`src/design/bpcs_pkg.sv`:
```
package bpcs_pkg;

  // Dword offset of the combined command and status word
  localparam logic [7:0] BPCS_CMD_STAT_OFS = 8'h04;

  // Command field positions
  localparam int BPCS_CMD_IO_BIT = 0;
  localparam int BPCS_CMD_MEM_BIT = 1;
  localparam int BPCS_CMD_BME_BIT = 2;
  localparam int BPCS_CMD_PAL_BIT = 5;
  localparam int BPCS_CMD_PERR_BIT = 6;
  localparam int BPCS_CMD_SERR_BIT = 8;
  localparam int BPCS_CMD_FB2B_BIT = 9;

  // Writable command bits; bits 3, 4, 7 and 15:10 read as zero
  localparam logic [15:0] BPCS_CMD_WMASK = 16'h0367;
  localparam logic [15:0] BPCS_CMD_RESET = 16'h0000;

  // Constant status bits: capability list, 66 MHz, fast b2b, medium select
  localparam logic [15:0] BPCS_STAT_CONST = 16'h02B0;

  // Sticky status flags, in the order of the flag vector
  localparam int BPCS_NFLAGS = 6;
  localparam int BPCS_FLAG_DPERR = 0;
  localparam int BPCS_FLAG_STA = 1;
  localparam int BPCS_FLAG_RTA = 2;
  localparam int BPCS_FLAG_RMA = 3;
  localparam int BPCS_FLAG_SSE = 4;
  localparam int BPCS_FLAG_DPE = 5;

  // Status-half bit position of each flag (bits 24, 27..31 of the dword)
  localparam int BPCS_FLAG_POS [BPCS_NFLAGS] = '{8, 11, 12, 13, 14, 15};

  // Palette addresses, compared on the low ten I/O address bits
  localparam int BPCS_PAL_AW = 10;
  localparam logic [9:0] BPCS_PAL_A0 = 10'h3C6;
  localparam logic [9:0] BPCS_PAL_A1 = 10'h3C8;
  localparam logic [9:0] BPCS_PAL_A2 = 10'h3C9;

endpackage

```
`src/design/bpcs_sticky_flag.sv`:
```
`timescale 1ns/1ps

// One write-one-to-clear status flag
module bpcs_sticky_flag
(
  // Clock and reset
  input wire logic clk_sys,
  input wire logic rst,
  // Hardware event and software clear
  input wire logic set_ev,
  input wire logic clr_wr,
  // Flag state
  output logic flag_q
);

  // Flag next state
  logic flag_d;

  // Set beats clear so an event in the clearing cycle is not lost
  assign flag_d = set_ev | (flag_q & ~clr_wr);

  // Flag register
  always_ff @(posedge clk_sys)
  begin
    if (rst)
    begin
      flag_q <= 1'b0;
    end
    else
    begin
      flag_q <= flag_d;
    end
  end

endmodule

```
`src/design/bpcs_top.sv`:
```
// How it works
// RQ1: Command bit 0 gates primary I/O claiming.
// RQ2: Command bit 1 gates primary memory claiming.
// RQ3: Bit 2 clear blocks mastering and secondary acceptance.
// RQ4: Bit 2 set allows forwarding as primary master.
// RQ5: Command bit 3 reads zero, read-only.
// RQ6: Command bit 4 reads zero, read-only.
// RQ7: Bit 5 snoops palette writes on ten bits.
// RQ8: Bit 6 selects normal parity error actions.
// RQ9: Bit 7 and bits 15:10 read zero.
// RQ10: Bit 8 enables the system error driver.
// RQ11: Bit 9 permits fast back-to-back mastering.
// RQ12: Status bit 20 reads one, capability list.
// RQ13: Status bit 21 reads one, 66 MHz.
// RQ14: Status bit 23 reads one, fast b2b.
// RQ15: Bit 24 latches master data parity error.
// RQ16: Bits 26:25 read 01, medium select timing.
// RQ17: Bit 27 latches signalled target abort.
// RQ18: Bit 28 latches received target abort.
// RQ19: Bit 29 latches received master abort.
// RQ20: Bit 30 latches system error driven.
// RQ21: Bit 31 latches any primary parity error.
// RQ22: Status bits 19:16 and 22 read zero.
// RQ23: Flags clear only by writing one.
// RQ24: Simultaneous set and clear: set wins.
`timescale 1ns/1ps

module bpcs_top
  import bpcs_pkg::*;
#(
  parameter int CFG_AW = 8
)
(
  // Clock and reset
  input wire logic clk_sys,
  input wire logic rst,
  // Configuration access from the primary bus
  input wire logic cfg_wr,
  input wire logic cfg_rd,
  input wire logic [CFG_AW-1:0] cfg_addr,
  input wire logic [3:0] cfg_be,
  input wire logic [31:0] cfg_wdata,
  output logic [31:0] cfg_rdata,
  output logic cfg_rvalid,
  // Primary target decode requests
  input wire logic tgt_io_req,
  input wire logic tgt_mem_req,
  input wire logic tgt_io_wr,
  input wire logic [15:0] tgt_io_addr,
  output logic tgt_io_claim,
  output logic tgt_mem_claim,
  output logic tgt_pal_claim,
  // Forwarding master and secondary acceptance
  input wire logic mst_fwd_req,
  input wire logic sec_accept_req,
  output logic mst_fwd_go,
  output logic sec_accept_go,
  output logic mst_fb2b_en,
  // Parity handling
  output logic perr_resp_en,
  // Error events from the bus engines
  input wire logic ev_mst_data_perr,
  input wire logic ev_tgt_abort_sent,
  input wire logic ev_mst_tgt_abort,
  input wire logic ev_mst_mst_abort,
  input wire logic ev_any_perr,
  input wire logic serr_req,
  // Open-drain system error pin, active low
  output logic primary_system_error_out_n,
  output logic primary_system_error_oe,
  // Snapshot of the command word
  output logic [15:0] cmd_state
);

  // Command register
  logic [15:0] cmd_q;
  logic [15:0] cmd_d;
  // Sticky status flags
  logic [BPCS_NFLAGS-1:0] flag_q;
  logic [BPCS_NFLAGS-1:0] flag_set;
  logic [BPCS_NFLAGS-1:0] flag_clr;
  // Assembled status half
  logic [15:0] stat_word;
  // Read path
  logic [31:0] rdata_d;
  // Decodes
  logic hit;
  logic wr_hit;
  logic pal_match;
  logic serr_drive;
  // Output registers
  logic tgt_io_claim_q;
  logic tgt_mem_claim_q;
  logic tgt_pal_claim_q;
  logic mst_fwd_go_q;
  logic sec_accept_go_q;
  logic serr_oe_q;
  logic [31:0] cfg_rdata_q;
  logic cfg_rvalid_q;

  // Palette compare on the low address bits only
  function automatic logic pal_hit(input logic [BPCS_PAL_AW-1:0] a);
    pal_hit = (a == BPCS_PAL_A0) || (a == BPCS_PAL_A1) || (a == BPCS_PAL_A2);
  endfunction

  // Register select; only one dword lives here
  assign hit = (cfg_addr == CFG_AW'(BPCS_CMD_STAT_OFS));
  assign wr_hit = cfg_wr & hit;

  // Command write with byte lanes 0 and 1
  // RQ5 RQ6 RQ9 masked bits
  // Read-only command bits never take a written one
  assign cmd_d[7:0] = (wr_hit && cfg_be[0]) ?
    (cfg_wdata[7:0] & BPCS_CMD_WMASK[7:0]) : cmd_q[7:0];
  assign cmd_d[15:8] = (wr_hit && cfg_be[1]) ?
    (cfg_wdata[15:8] & BPCS_CMD_WMASK[15:8]) : cmd_q[15:8];

  // Command register process
  // RQ1 RQ2 reset to zero
  always_ff @(posedge clk_sys)
  begin
    if (rst)
    begin
      cmd_q <= BPCS_CMD_RESET;
    end
    else
    begin
      cmd_q <= cmd_d;
    end
  end

  // Hardware events that set each flag
  // RQ15 master parity
  assign flag_set[BPCS_FLAG_DPERR] = ev_mst_data_perr;
  // RQ17 target abort sent
  assign flag_set[BPCS_FLAG_STA] = ev_tgt_abort_sent;
  // RQ18 target abort received
  assign flag_set[BPCS_FLAG_RTA] = ev_mst_tgt_abort;
  // RQ19 master abort received
  assign flag_set[BPCS_FLAG_RMA] = ev_mst_mst_abort;
  // RQ20 pin driven event
  // Flag follows the pin itself, so a masked request leaves it clear
  assign flag_set[BPCS_FLAG_SSE] = serr_drive;
  // RQ21 any parity error
  // Recorded regardless of the parity response enable
  assign flag_set[BPCS_FLAG_DPE] = ev_any_perr;

  // One sticky flag per status event, all cleared through lane 3
  genvar gi;
  generate
    for (gi = 0; gi < BPCS_NFLAGS; gi++)
    begin : g_flag
      // RQ23 write one clears
      // A zero written to the position leaves the flag alone
      assign flag_clr[gi] = wr_hit && cfg_be[2 + BPCS_FLAG_POS[gi] / 8] &&
        cfg_wdata[16 + BPCS_FLAG_POS[gi]];
      // RQ24 set beats clear
      bpcs_sticky_flag u_flag
      (
        .clk_sys(clk_sys),
        .rst(rst),
        .set_ev(flag_set[gi]),
        .clr_wr(flag_clr[gi]),
        .flag_q(flag_q[gi])
      );
    end
  endgenerate

  // Status half: constants plus sticky flags
  // RQ12 RQ13 RQ14 RQ16 constant bits
  // RQ22 reserved zeros
  // Reserved bits fall out as zero from the constant pattern
  always_comb
  begin
    stat_word = BPCS_STAT_CONST;
    for (int i = 0; i < BPCS_NFLAGS; i++)
    begin
      stat_word[BPCS_FLAG_POS[i]] = flag_q[i];
    end
  end

  // Read data: the dword when selected, zero elsewhere
  assign rdata_d = (cfg_rd && hit) ? {stat_word, cmd_q} : 32'h0000_0000;

  // Read answer register, one cycle after the request
  always_ff @(posedge clk_sys)
  begin
    if (rst)
    begin
      cfg_rdata_q <= 32'h0000_0000;
      cfg_rvalid_q <= 1'b0;
    end
    else
    begin
      cfg_rdata_q <= rdata_d;
      cfg_rvalid_q <= cfg_rd;
    end
  end

  // Palette snoop needs an I/O write with the snoop bit set
  // RQ7 palette decode
  // Upper address bits 15:10 are deliberately not compared
  assign pal_match = tgt_io_req && tgt_io_wr &&
    cmd_q[BPCS_CMD_PAL_BIT] && pal_hit(tgt_io_addr[BPCS_PAL_AW-1:0]);

  // System error drive needs both a request and the enable
  // RQ10 driver enable
  assign serr_drive = serr_req & cmd_q[BPCS_CMD_SERR_BIT];

  // Claim and grant registers; one cycle from request to answer
  always_ff @(posedge clk_sys)
  begin
    if (rst)
    begin
      tgt_io_claim_q <= 1'b0;
      tgt_mem_claim_q <= 1'b0;
      tgt_pal_claim_q <= 1'b0;
      mst_fwd_go_q <= 1'b0;
      sec_accept_go_q <= 1'b0;
      serr_oe_q <= 1'b0;
    end
    else
    begin
      // RQ1 I/O claim gate
      tgt_io_claim_q <= tgt_io_req & cmd_q[BPCS_CMD_IO_BIT];
      // RQ2 memory claim gate
      tgt_mem_claim_q <= tgt_mem_req & cmd_q[BPCS_CMD_MEM_BIT];
      tgt_pal_claim_q <= pal_match;
      // RQ3 RQ4 master enable gate
      // Both directions hang on the same bit, so forwarding stops cleanly
      mst_fwd_go_q <= mst_fwd_req & cmd_q[BPCS_CMD_BME_BIT];
      sec_accept_go_q <= sec_accept_req & cmd_q[BPCS_CMD_BME_BIT];
      // RQ10 pin enable
      serr_oe_q <= serr_drive;
    end
  end

  // Outputs straight from flip-flops, except the error pin data, which is tied low
  assign tgt_io_claim = tgt_io_claim_q;
  assign tgt_mem_claim = tgt_mem_claim_q;
  assign tgt_pal_claim = tgt_pal_claim_q;
  assign mst_fwd_go = mst_fwd_go_q;
  assign sec_accept_go = sec_accept_go_q;
  // RQ11 fast back-to-back enable
  assign mst_fb2b_en = cmd_q[BPCS_CMD_FB2B_BIT];
  // RQ8 parity response
  // When low the engines may carry on past detected parity errors
  assign perr_resp_en = cmd_q[BPCS_CMD_PERR_BIT];
  // Open drain: data low whenever driven, enable does the work
  assign primary_system_error_out_n = 1'b0;
  assign primary_system_error_oe = serr_oe_q;
  assign cmd_state = cmd_q;
  assign cfg_rdata = cfg_rdata_q;
  assign cfg_rvalid = cfg_rvalid_q;

endmodule

```
`config.mk`:
```
export PLATFORM = sky130hd
export DESIGN_NAME = bpcs_top
export DESIGN_NICKNAME = d
export VERILOG_FILES = /design/src/design/bpcs_pkg.sv /design/src/design/bpcs_sticky_flag.sv /design/src/design/bpcs_top.sv
export SDC_FILE = /design/constraint.sdc
export NUM_CORES = 1
export LEC_CHECK = 0
export BUFFER_PORTS_ARGS = -buffer_cell sky130_fd_sc_hd__buf_2
export CORE_MARGIN = 4
export CORE_UTILIZATION = 37
export DETAILED_ROUTE_END_ITERATION = 16
export GPL_ROUTABILITY_DRIVEN = 1
export GPL_TIMING_DRIVEN = 1
export PLACE_DENSITY = 0.81
export SETUP_SLACK_MARGIN = 0.2
export SLEW_MARGIN = 40
export SYNTH_ARGS = -nofsm -noshare
export SYNTH_HDL_FRONTEND = slang
export SYNTH_SLANG_ARGS = --single-unit
```
`constraint.sdc`:
```
create_clock -name clk_sys -period 1.3 [get_ports clk_sys]
set_input_delay 0 -clock clk_sys [delete_from_list [all_inputs] [get_ports clk_sys]]
set_output_delay 0 -clock clk_sys [all_outputs]
set_load 0.01 [all_outputs]
```
==> results_dict.tcl, run 1 <==
set metrics [dict create \
    regArea_um2 681 \
    drtIter0Drc 29 \
    chipHeight_um 70.5 \
    vias 1295 \
    final_cell_mix "81 x buf_2, 34 x dfxtp_1, 33 x dlygate4sd3_1, 25 x conb_1, 15 x nand2b_1" \
    gp_congestion 0.733 \
    period_share_pct 79.2 \
    drt-pass1-iter-count 4 \
    via_per_inst 4.22 \
    insertion_delay_ns 0.28 \
    rsz0062_at_grt "false" \
    slew_viol_final 0 \
    antenna_found_initial 0 \
    cts-htree-levels 2 \
    grt_pass1_wl_um 5780 \
    instances_no_fill 307 \
    crit_path_start "rst" \
    diodes 0 \
    met3_usage_pct 5.61 \
    whs_path_depth 4 \
    numCtsBuffers 5 \
    cts_sinks 34 \
    die_w_um 70.5 \
    max_freq_ghz 0.971 \
    clock-root-buffer "clkbuf_8" \
    ys_types 25 \
    ys_ff_latch 34 \
    timing.rr.start "cmd_state[5]" \
    clock_skew_ns 0.00187 \
    tns_ns 0 \
    place_inst 265 \
    ios 133 \
    cts_buffer_depth 2 \
    p_int_uw 1630 \
    grt_util_met2_pct 27.5 \
    synth_cells 145 \
    avgSynthCellArea_um2 9.96 \
    final_common_cell "buf_2" \
    ant_nets 0 \
    cp-end-kind "flip-flop" \
    p_per_area_nw_per_um2 960 \
    dieArea_um2 4970 \
    power_frac_comb_pct 12.0 \
    critPathLaunchType "input pin" \
    setup_viol 0 \
    drive_gt1_share_pct 36.7 \
    pwr-share-clk_pct 37.7 \
    reg2regPathDepth 2 \
    path_cells "dlygate4sd3_1 > buf_2 > nor2b_2 > and3_4 > and2_1" \
    ir_worst_vdd_uv 351 \
    core_area_um2 3720 \
    wl_per_cell_um 12.0 \
    grt.total_usage_pct 15.4 \
    p_sw_share_pct 22.7 \
    worstHoldStart "tgt_io_addr[1]" \
    final-hold-violation-count 0 \
    seq_power_share_pct 50.3 \
    worst_slack_ns 0.270 \
    start_util_pct 38.9 \
    grt_max_degree 17 \
    finalWirelength_um 3700 \
    arrival_ns 1.26 \
    synth_top_area_share_pct 47.1 \
    p_leak_uw 0.00117 \
    cts.clk_slew.worst_paths_ns 0.07 \
    met1_usage_pct 14.3 \
    cts_setup_buffers 0 \
    netlist_area_um2 1440 \
    fill_cells 313 \
    min_period_ns 1.03 \
    io_buffer_count 81 \
    cts_tree "built" \
    maxCapViolCount 0 \
    overflow 0 \
    cp_max_fo 8 \
    multi_input_area_um2 584 \
    place_hpwl_um 2480 \
    hold_class "in -> reg" \
    critPathSlowestCell "dlygate4sd3_1" \
    slowest_delay_ns 0.54 \
    ys_warn_count 0 \
    busiest_layer "met2" \
    row_count 22 \
    outcome "complete, no violations" \
    required_ns 1.53 \
    post-place-ws_ns 0.109 \
    area_delta_synth_final_pct 51.9 \
    nNetsFinal 333 \
    critPathKind "in -> reg" \
    synth-seq-area-share_pct 47.1 \
    drc_errors 0 \
    synth.area.top_cells "dfxtp_1 47%, buf_4 16%, nand2b_1 6.5%" \
    grt_pass1_vias 1268 \
    switchingPower_uw 477 \
    yosys.area.top_type "dfxtp_1" \
]
[kinds of logic (layout without fill, tap and decap cells)]
logic type	Yosys count	count (layout)	share of synthesized area, %
DFF	34	34	47.1
other	1	25	0.260
buffers and inverters	43	132	19.6
muxes	7	7	4.85
and+or+nand+nor	53	54	24.2
AOI/OAI and AO/OA	7	7	3.99
[critical path: cells and delay by family]
| kind | cells | cell delay, ns |
|---|---|---|
| AND/OR/NAND/NOR | 3 | 0.55 |
| buffers and inverters | 2 | 0.71 |
[Yosys cell counts]
cell and number:
nor2_1 12, inv_1 9, nor4_1 1, nor3b_1 1, nor4b_4 1, nor4_4 1
nand4_1 2, mux2i_1 7, nor4bb_1 1, and3_4 1, and2_1 13, conb_1 1
a311oi_1 6, nand2_1 1, buf_4 30, and4_1 1, dfxtp_1 34, nand3_1 1
nand4_2 1, buf_6 1, nand2b_1 15, nor2b_1 1, a21oi_1 1, buf_2 1
clkbuf_1 2
[per-stage QoR]
step / total power, uW / hold slack, ns / utilization, % / area (um^2)
after floorplan: 1220 / 0.0834 / - / 1530
after global placement: 1250 / 0.194 / 47.3 / 1760
after detailed placement: 1250 / 0.200 / 47.3 / 1760
after CTS: 2120 / 0.00247 / 58.7 / 2180
after global routing: 2210 / 0.0344 / 59.0 / 2190
final: 2100 / 0.00670 / 59.0 / 2190
[state kept, by name (all words and copies together), names as in the netlist]
signal	flops
cfg_rdata	14
g_flag.u_flag.flag_q	6
sec_accept_go	1
tgt_mem_claim	1
mst_fwd_go	1
primary_system_error_oe	1
tgt_io_claim	1
cfg_rvalid	1
cmd_state	7
tgt_pal_claim	1
[cell type report]
type                            instances  area share [%]
Clock buffer                            7            3.94
Clock inverter                          1           0.228
Inverter                                9            1.54
Multi-Input combinational cell         93            26.6
Sequential cell                        34            31.0
Tap cell                               48            2.74
Timing Repair Buffer                  115            33.9
[power groups by stage]
stage	logic, uW	clock network (uW)	registers, uW
6_report	253	792	1060
5_1_grt	281	865	1060
4_1_cts	247	817	1060
3_5_place_dp	170	0	1080
3_3_place_gp	168	0	1080
2_1_floorplan	133	0	1080
[path summary, 6_finish.rpt]
kind                                 endpoint  slack, ns
worst min-delay path            tgt_pal_claim      0.007
worst max-delay path             cfg_rdata[6]       0.27
worst min register to register  cfg_rdata[27]       0.46
worst max register to register  tgt_pal_claim       0.47
[per-layer routing]
metal	wire length, um	share of wire, %	vias up
li1	-	-	640
met1	1210	33	551
met2	1890	51	86
met3	433	12	18
met4	162	4.4	0
met5	0	0	-
[what timing repair did]
action | in CTS | in global routing
hold buffers | 33 | 0
hold endpoints to repair | 20 | 0
setup endpoints to repair | 0 | 13
gates resized for setup | 0 | 2
(Power assumes the default switching activity.)
==> run 2, diff against run 1 <==
clock period = 0.99 ns   (was 1.3 ns; I/O delays follow)
==> results_dict.tcl, run 2 (synthesized netlist as in run 1, its figures left out) <==
set metrics [dict create \
    holdPathEnd "tgt_pal_claim" \
    drt-pass1-iter-count 4 \
    area_delta_synth_final_pct 56.2 \
    final-hold-violation-count 1 \
    regArea_um2 693 \
    p_leak_uw 0.00119 \
    grt_max_degree 16 \
    overflow 0 \
    place_hpwl_um 2460 \
    cts_buffer_depth 2 \
    numCtsBuffers 5 \
    via_per_inst 4.22 \
    slew_viol_final 0 \
    worstHoldStart "tgt_io_addr[4]" \
    io_buffer_count 81 \
    finalWirelength_um 3810 \
    maxCapViolCount 0 \
    tns_ns 0 \
    reg2regPathDepth 2 \
    insertion_delay_ns 0.28 \
    r2r-end "g_flag[4].u_flag.flag_q" \
    clock-root-buffer "clkbuf_8" \
    period_share_pct 78.6 \
    fill_cells 321 \
    max_freq_ghz 1.29 \
    final_common_cell "buf_2" \
    drc_errors 0 \
    ir_worst_vdd_uv 527 \
    core_area_um2 3720 \
    dieArea_um2 4970 \
    cts_setup_buffers 0 \
    ios 133 \
    grt_pass1_vias 1328 \
    hold_class "in -> reg" \
    utilization_pct 60.7 \
    die_w_um 70.5 \
    cts.clk_slew.worst_paths_ns 0.06 \
    whs_path_depth 4 \
    place_inst 269 \
    arrival_ns 1.01 \
    critPathLaunchType "input pin" \
    largest_reg_flops 14 \
    cts-htree-levels 2 \
    multi_input_area_um2 612 \
    p_per_area_nw_per_um2 1220 \
    clock_skew_ns 0.00172 \
    cp-end-kind "flip-flop" \
    pwr-share-clk_pct 36.9 \
    min_period_ns 0.778 \
    power_frac_comb_pct 12.5 \
    cts_sinks 34 \
    timing.rr.start "cmd_state[8]" \
    grt_pass1_wl_um 5750 \
    required_ns 1.22 \
    critPathKind "in -> reg" \
    instances_no_fill 307 \
    chipHeight_um 70.5 \
    drive_gt1_share_pct 44.4 \
    diodes 0 \
    cp_max_fo 7 \
    cts_tree "built" \
    nNetsFinal 333 \
    rsz0062_at_grt "true" \
    grt.total_usage_pct 15.1 \
    wl_per_cell_um 12.4 \
    row_count 22 \
    rrSetupSlack_ns 0.22 \
    drtIter0Drc 61 \
    final_cell_mix "76 x buf_2, 29 x dlygate4sd3_1, 26 x dfxtp_1, 25 x conb_1, 15 x nand2b_1" \
    seq_power_share_pct 50.6 \
    setup_viol 0 \
    start_util_pct 38.9 \
    outcome "finished, violations left" \
    p_int_uw 2140 \
    gp_congestion 0.746 \
    switchingPower_uw 608 \
    vias 1296 \
    ant_nets 0 \
    hold_slack_ns -0.00575 \
    p_sw_share_pct 22.2 \
    antenna_found_initial 0 \
    violations "hold timing" \
]
[run 2: cell types whose count changed in the layout (fill, tap and decap cells not counted), sizes merged]
cell,change
buf,+4
dlygate4sd3,-4
[run 2: worst max-delay path: stages]
cell	delay (ns)
buf_6	0.09
nor4b_4	0.34
buf_4	0.19
and3_4	0.23
and2_4	0.15
[run 2: routing by layer]
layer	wire [um]	track usage, %	up-vias
li1	-	-	643
met1	1450	15.9	574
met2	1920	26.7	70
met3	324	3.74	9
met4	111	8.94	0
met5	0	0	-
[run 2: metrics by stage]
step	area, um^2	power [uW]	hold slack, ns	setup slack (ns)
final	2250	2750	-0.00575	0.212
after global routing	2250	2880	0.00258	0.159
after CTS	2180	2770	-0.0208	0.193
after detailed placement	1790	1650	0.211	-0.155
after global placement	1790	1650	0.204	-0.133
after floorplan	1530	1600	0.0834	0.125
[run 2: worst max path at each step]
stage / start / end / slack, ns
floorplan: cfg_addr[5] / g_flag[0].u_flag.flag_q / 0.12
CTS: cmd_state[8] / cmd_state[8] / 0.19
global placement: cfg_addr[0] / g_flag[0].u_flag.flag_q / -0.13
detailed placement: cfg_addr[0] / g_flag[5].u_flag.flag_q / -0.15
global route: cmd_state[8] / g_flag[4].u_flag.flag_q / 0.16
finish: cfg_addr[0] / cfg_rdata[5] / 0.21
[run 2: area by class of cell]
type | instances | share of cell area [%]
timing repair buffer | 115 | 33.9
sequential | 34 | 30.7
multi-input combinational | 93 | 27.1
clock buffer | 7 | 3.83
tap | 48 | 2.66
inverter | 9 | 1.50
clock inverter | 1 | 0.222
[run 2: power groups by stage]
| stage | combinational [uW] | sequential (uW) | clock (uW) |
|---|---|---|---|
| 2_1_floorplan | 174 | 1420 | 0 |
| 3_3_place_gp | 227 | 1420 | 0 |
| 3_5_place_dp | 231 | 1420 | 0 |
| 4_1_cts | 323 | 1390 | 1060 |
| 5_1_grt | 375 | 1390 | 1120 |
| 6_report | 343 | 1390 | 1010 |
[run 2: timing repair]
action                     CTS  global route
gates resized for setup      5            21
cloned                       1             0
pin swaps                    2            10
hold endpoints to repair    20             0
setup endpoints to repair   22            36
hold buffers                29             0
==> run 3, diff against run 2 <==
ABC_AREA = 1   (was unset)
CORE_UTILIZATION = 36   (was 37)
PLACE_DENSITY = 0.8   (was 0.81)
clock period = 0.8 ns   (was 0.99 ns; I/O delays follow)
==> results_dict.tcl, run 3 <==
set metrics [dict create \
    cp-end-kind "output port" \
    busiest_layer "met2" \
    wl_per_cell_um 12.0 \
    gp_congestion 0.744 \
    avgSynthCellArea_um2 7.80 \
    drtIter0Drc 63 \
    outcome "finished, violations left" \
    cts_sinks 34 \
    grt_pass1_wl_um 5690 \
    met3_usage_pct 4.17 \
    synthArstFlopShare_pct 0 \
    holdPathEnd "cmd_state[0]" \
    synth.area.mux_share_pct 0 \
    cts_tree "built" \
    drt-pass1-iter-count 4 \
    place_inst 304 \
    critPathKind "reg -> out" \
    slowest_delay_ns 0.36 \
    utilization_pct 62.4 \
    synth_top_family_by_area "simple AND/OR/NAND/NOR gates" \
    grt_pass1_vias 1342 \
    synth_edf_count 0 \
    drc_errors 0 \
    area_delta_synth_final_pct 65.2 \
    placed_cell_area_um2 1770 \
    via_per_inst 4.22 \
    core_area_um2 3720 \
    worst_slack_ns 0.0394 \
    crit_family "flip-flops" \
    instances_no_fill 330 \
    final_area_um2 2320 \
    drive_gt1_share_pct 50.4 \
    final_cell_mix "58 x buf_2, 32 x nor2_1, 27 x buf_6, 25 x conb_1, 22 x nand2_1" \
    chipHeight_um 70.4 \
    ys_ff_latch 34 \
    whs_path_depth 3 \
    synthFlopType "dfxtp_1" \
    reg2regPathDepth 5 \
    yosys.area.top_type "dfxtp_1" \
    max_freq_ghz 1.31 \
    yosysMostFrequentCell "nor2_1" \
    synth_top_area_share_pct 48.5 \
    hold_slack_ns -0.0643 \
    finalWirelength_um 3950 \
    cp_max_fo 3 \
    clock_skew_ns 0.00464 \
    synth-seq-area-share_pct 48.5 \
    cts-htree-levels 2 \
    synthXorXnorAreaFrac_pct 0 \
    grt_max_degree 15 \
    synth_cells 180 \
    critPathLaunchType "flip-flop" \
    rrSetupSlack_ns 0.07 \
    start_util_pct 37.8 \
    required_ns 0.80 \
    grt_util_met2_pct 24.9 \
    arrival_ns 0.76 \
    violations "hold timing" \
    cts_buffer_depth 2 \
    cts.clk_slew.worst_paths_ns 0.06 \
    clock-root-buffer "clkbuf_8" \
    cp.buffers_inverters 1 \
    final-hold-violation-count 7 \
    p_per_area_nw_per_um2 1460 \
    antenna_found_initial 0 \
    io_buffer_count 81 \
    critPathSlowestCell "dfxtp_4" \
    r2r-end "cmd_state[8]" \
    largest_reg_flops 14 \
    final_common_cell "buf_2" \
    ir_worst_vdd_uv 561 \
    hold_class "in -> reg" \
    p_leak_uw 0.00121 \
    vias 1393 \
    diodes 0 \
    ys_types 17 \
    die_w_um 70.4 \
    period_share_pct 95.1 \
    overflow 0 \
    ys_warn_count 0 \
    insertion_delay_ns 0.28 \
    met1_usage_pct 15.3 \
    place_hpwl_um 2590 \
    setup_viol 0 \
    synth-simple-area-share_pct 24.3 \
    path_cells "buf_6" \
    synth.area.top_cells "dfxtp_1 48%, buf_4 16%, nor2_1 10%" \
    synth_commonest_cells "38 x nor2_1, 34 x dfxtp_1, 30 x buf_4, 26 x inv_1, 26 x nand2_1" \
    ant_nets 0 \
    slew_viol_final 0 \
    yosys.area_share.adder_pct 0 \
    numCtsBuffers 5 \
    nNetsFinal 356 \
    rsz0062_at_grt "true" \
    worstHoldStart "cfg_wdata[0]" \
    post-place-ws_ns -0.223 \
    grt.total_usage_pct 14.5 \
    synth_compound_area_share_pct 3.03 \
    dieArea_um2 4960 \
    maxCapViolCount 0 \
    timing.rr.start "cmd_state[8]" \
    netlist_area_um2 1400 \
    row_count 22 \
    ios 133 \
    min_period_ns 0.761 \
]
## run 3: cell types whose count changed after synthesis, moves of 7 or more
cell | before | now
nor2_1 | 12 | 38
mux2i_1 | 7 | 0
nand2b_1 | 15 | 0
nand2_1 | 1 | 26
and2_1 | 13 | 0
inv_1 | 9 | 26
## run 3: worst max-delay path by stage
stage / start / to / slack [ns] / cells past startpoint
after floorplan: cfg_addr[2] / cmd_state[0] / 0.02 / 7
after global placement: cfg_addr[2] / g_flag[0].u_flag.flag_q / -0.19 / 9
after detailed placement: cfg_addr[2] / g_flag[5].u_flag.flag_q / -0.22 / 9
after CTS: cfg_rdata[23] / cfg_rdata[23] / 0.04 / 1
after global routing: cfg_rdata[23] / cfg_rdata[23] / 0.006 / 1
final: cmd_state[2] / cmd_state[2] / 0.04 / 1
## run 3: final cells by class
class | instances | area (um^2)
Multi-Input combinational cell | 112 | 579
Clock buffer | 7 | 86.3
Inverter | 26 | 105
Clock inverter | 1 | 5.00
Fill cell | 316 | 1400
Tap cell | 48 | 60.1
Timing Repair Buffer | 102 | 769
Sequential cell | 34 | 713
## run 3: through the flow
step	setup TNS (ns)	hold slack (ns)	power, uW
global route	0	-0.0556	3530
CTS	0	-0.0671	3370
global placement	-4.29	0.220	2030
finish	0	-0.0643	3380
detailed placement	-4.94	0.220	2040
floorplan	0	0.0776	1970
## run 3: worst reg2reg max path: stages (launching register included)
cell and delay, ns:
dfxtp_4 0.36, buf_6 0.11, inv_2 0.04, nand2_1 0.04
nand2_1 0.05, nor2_1 0.03
## run 3: report_power, final
part           switching [uW]  internal [uW]
sequential               11.7           1700
clock                     597            693
combinational             199            180
## run 3: cell families after synthesis
logic type             count (synthesis)
DFF                                   34
other                                  1
AOI/OAI and AO/OA                      8
and+or+nand+nor                       78
buffers and inverters                 59
## run 3: what timing repair did
action,CTS,global route
setup buffers,4,2
cloned,1,0
resized for setup,33,46
setup endpoints to repair,62,63
hold endpoints to repair,20,8
hold buffers,10,1
pin swaps,5,13
## run 3: metal layers
layer  up-vias  wire [um]  share of wire (%)
met2        74       2060                 52
met5         -          0                  0
li1        696          -                  -
met4         0        107                2.7
met1       614       1400                 35
met3         9        377                9.5
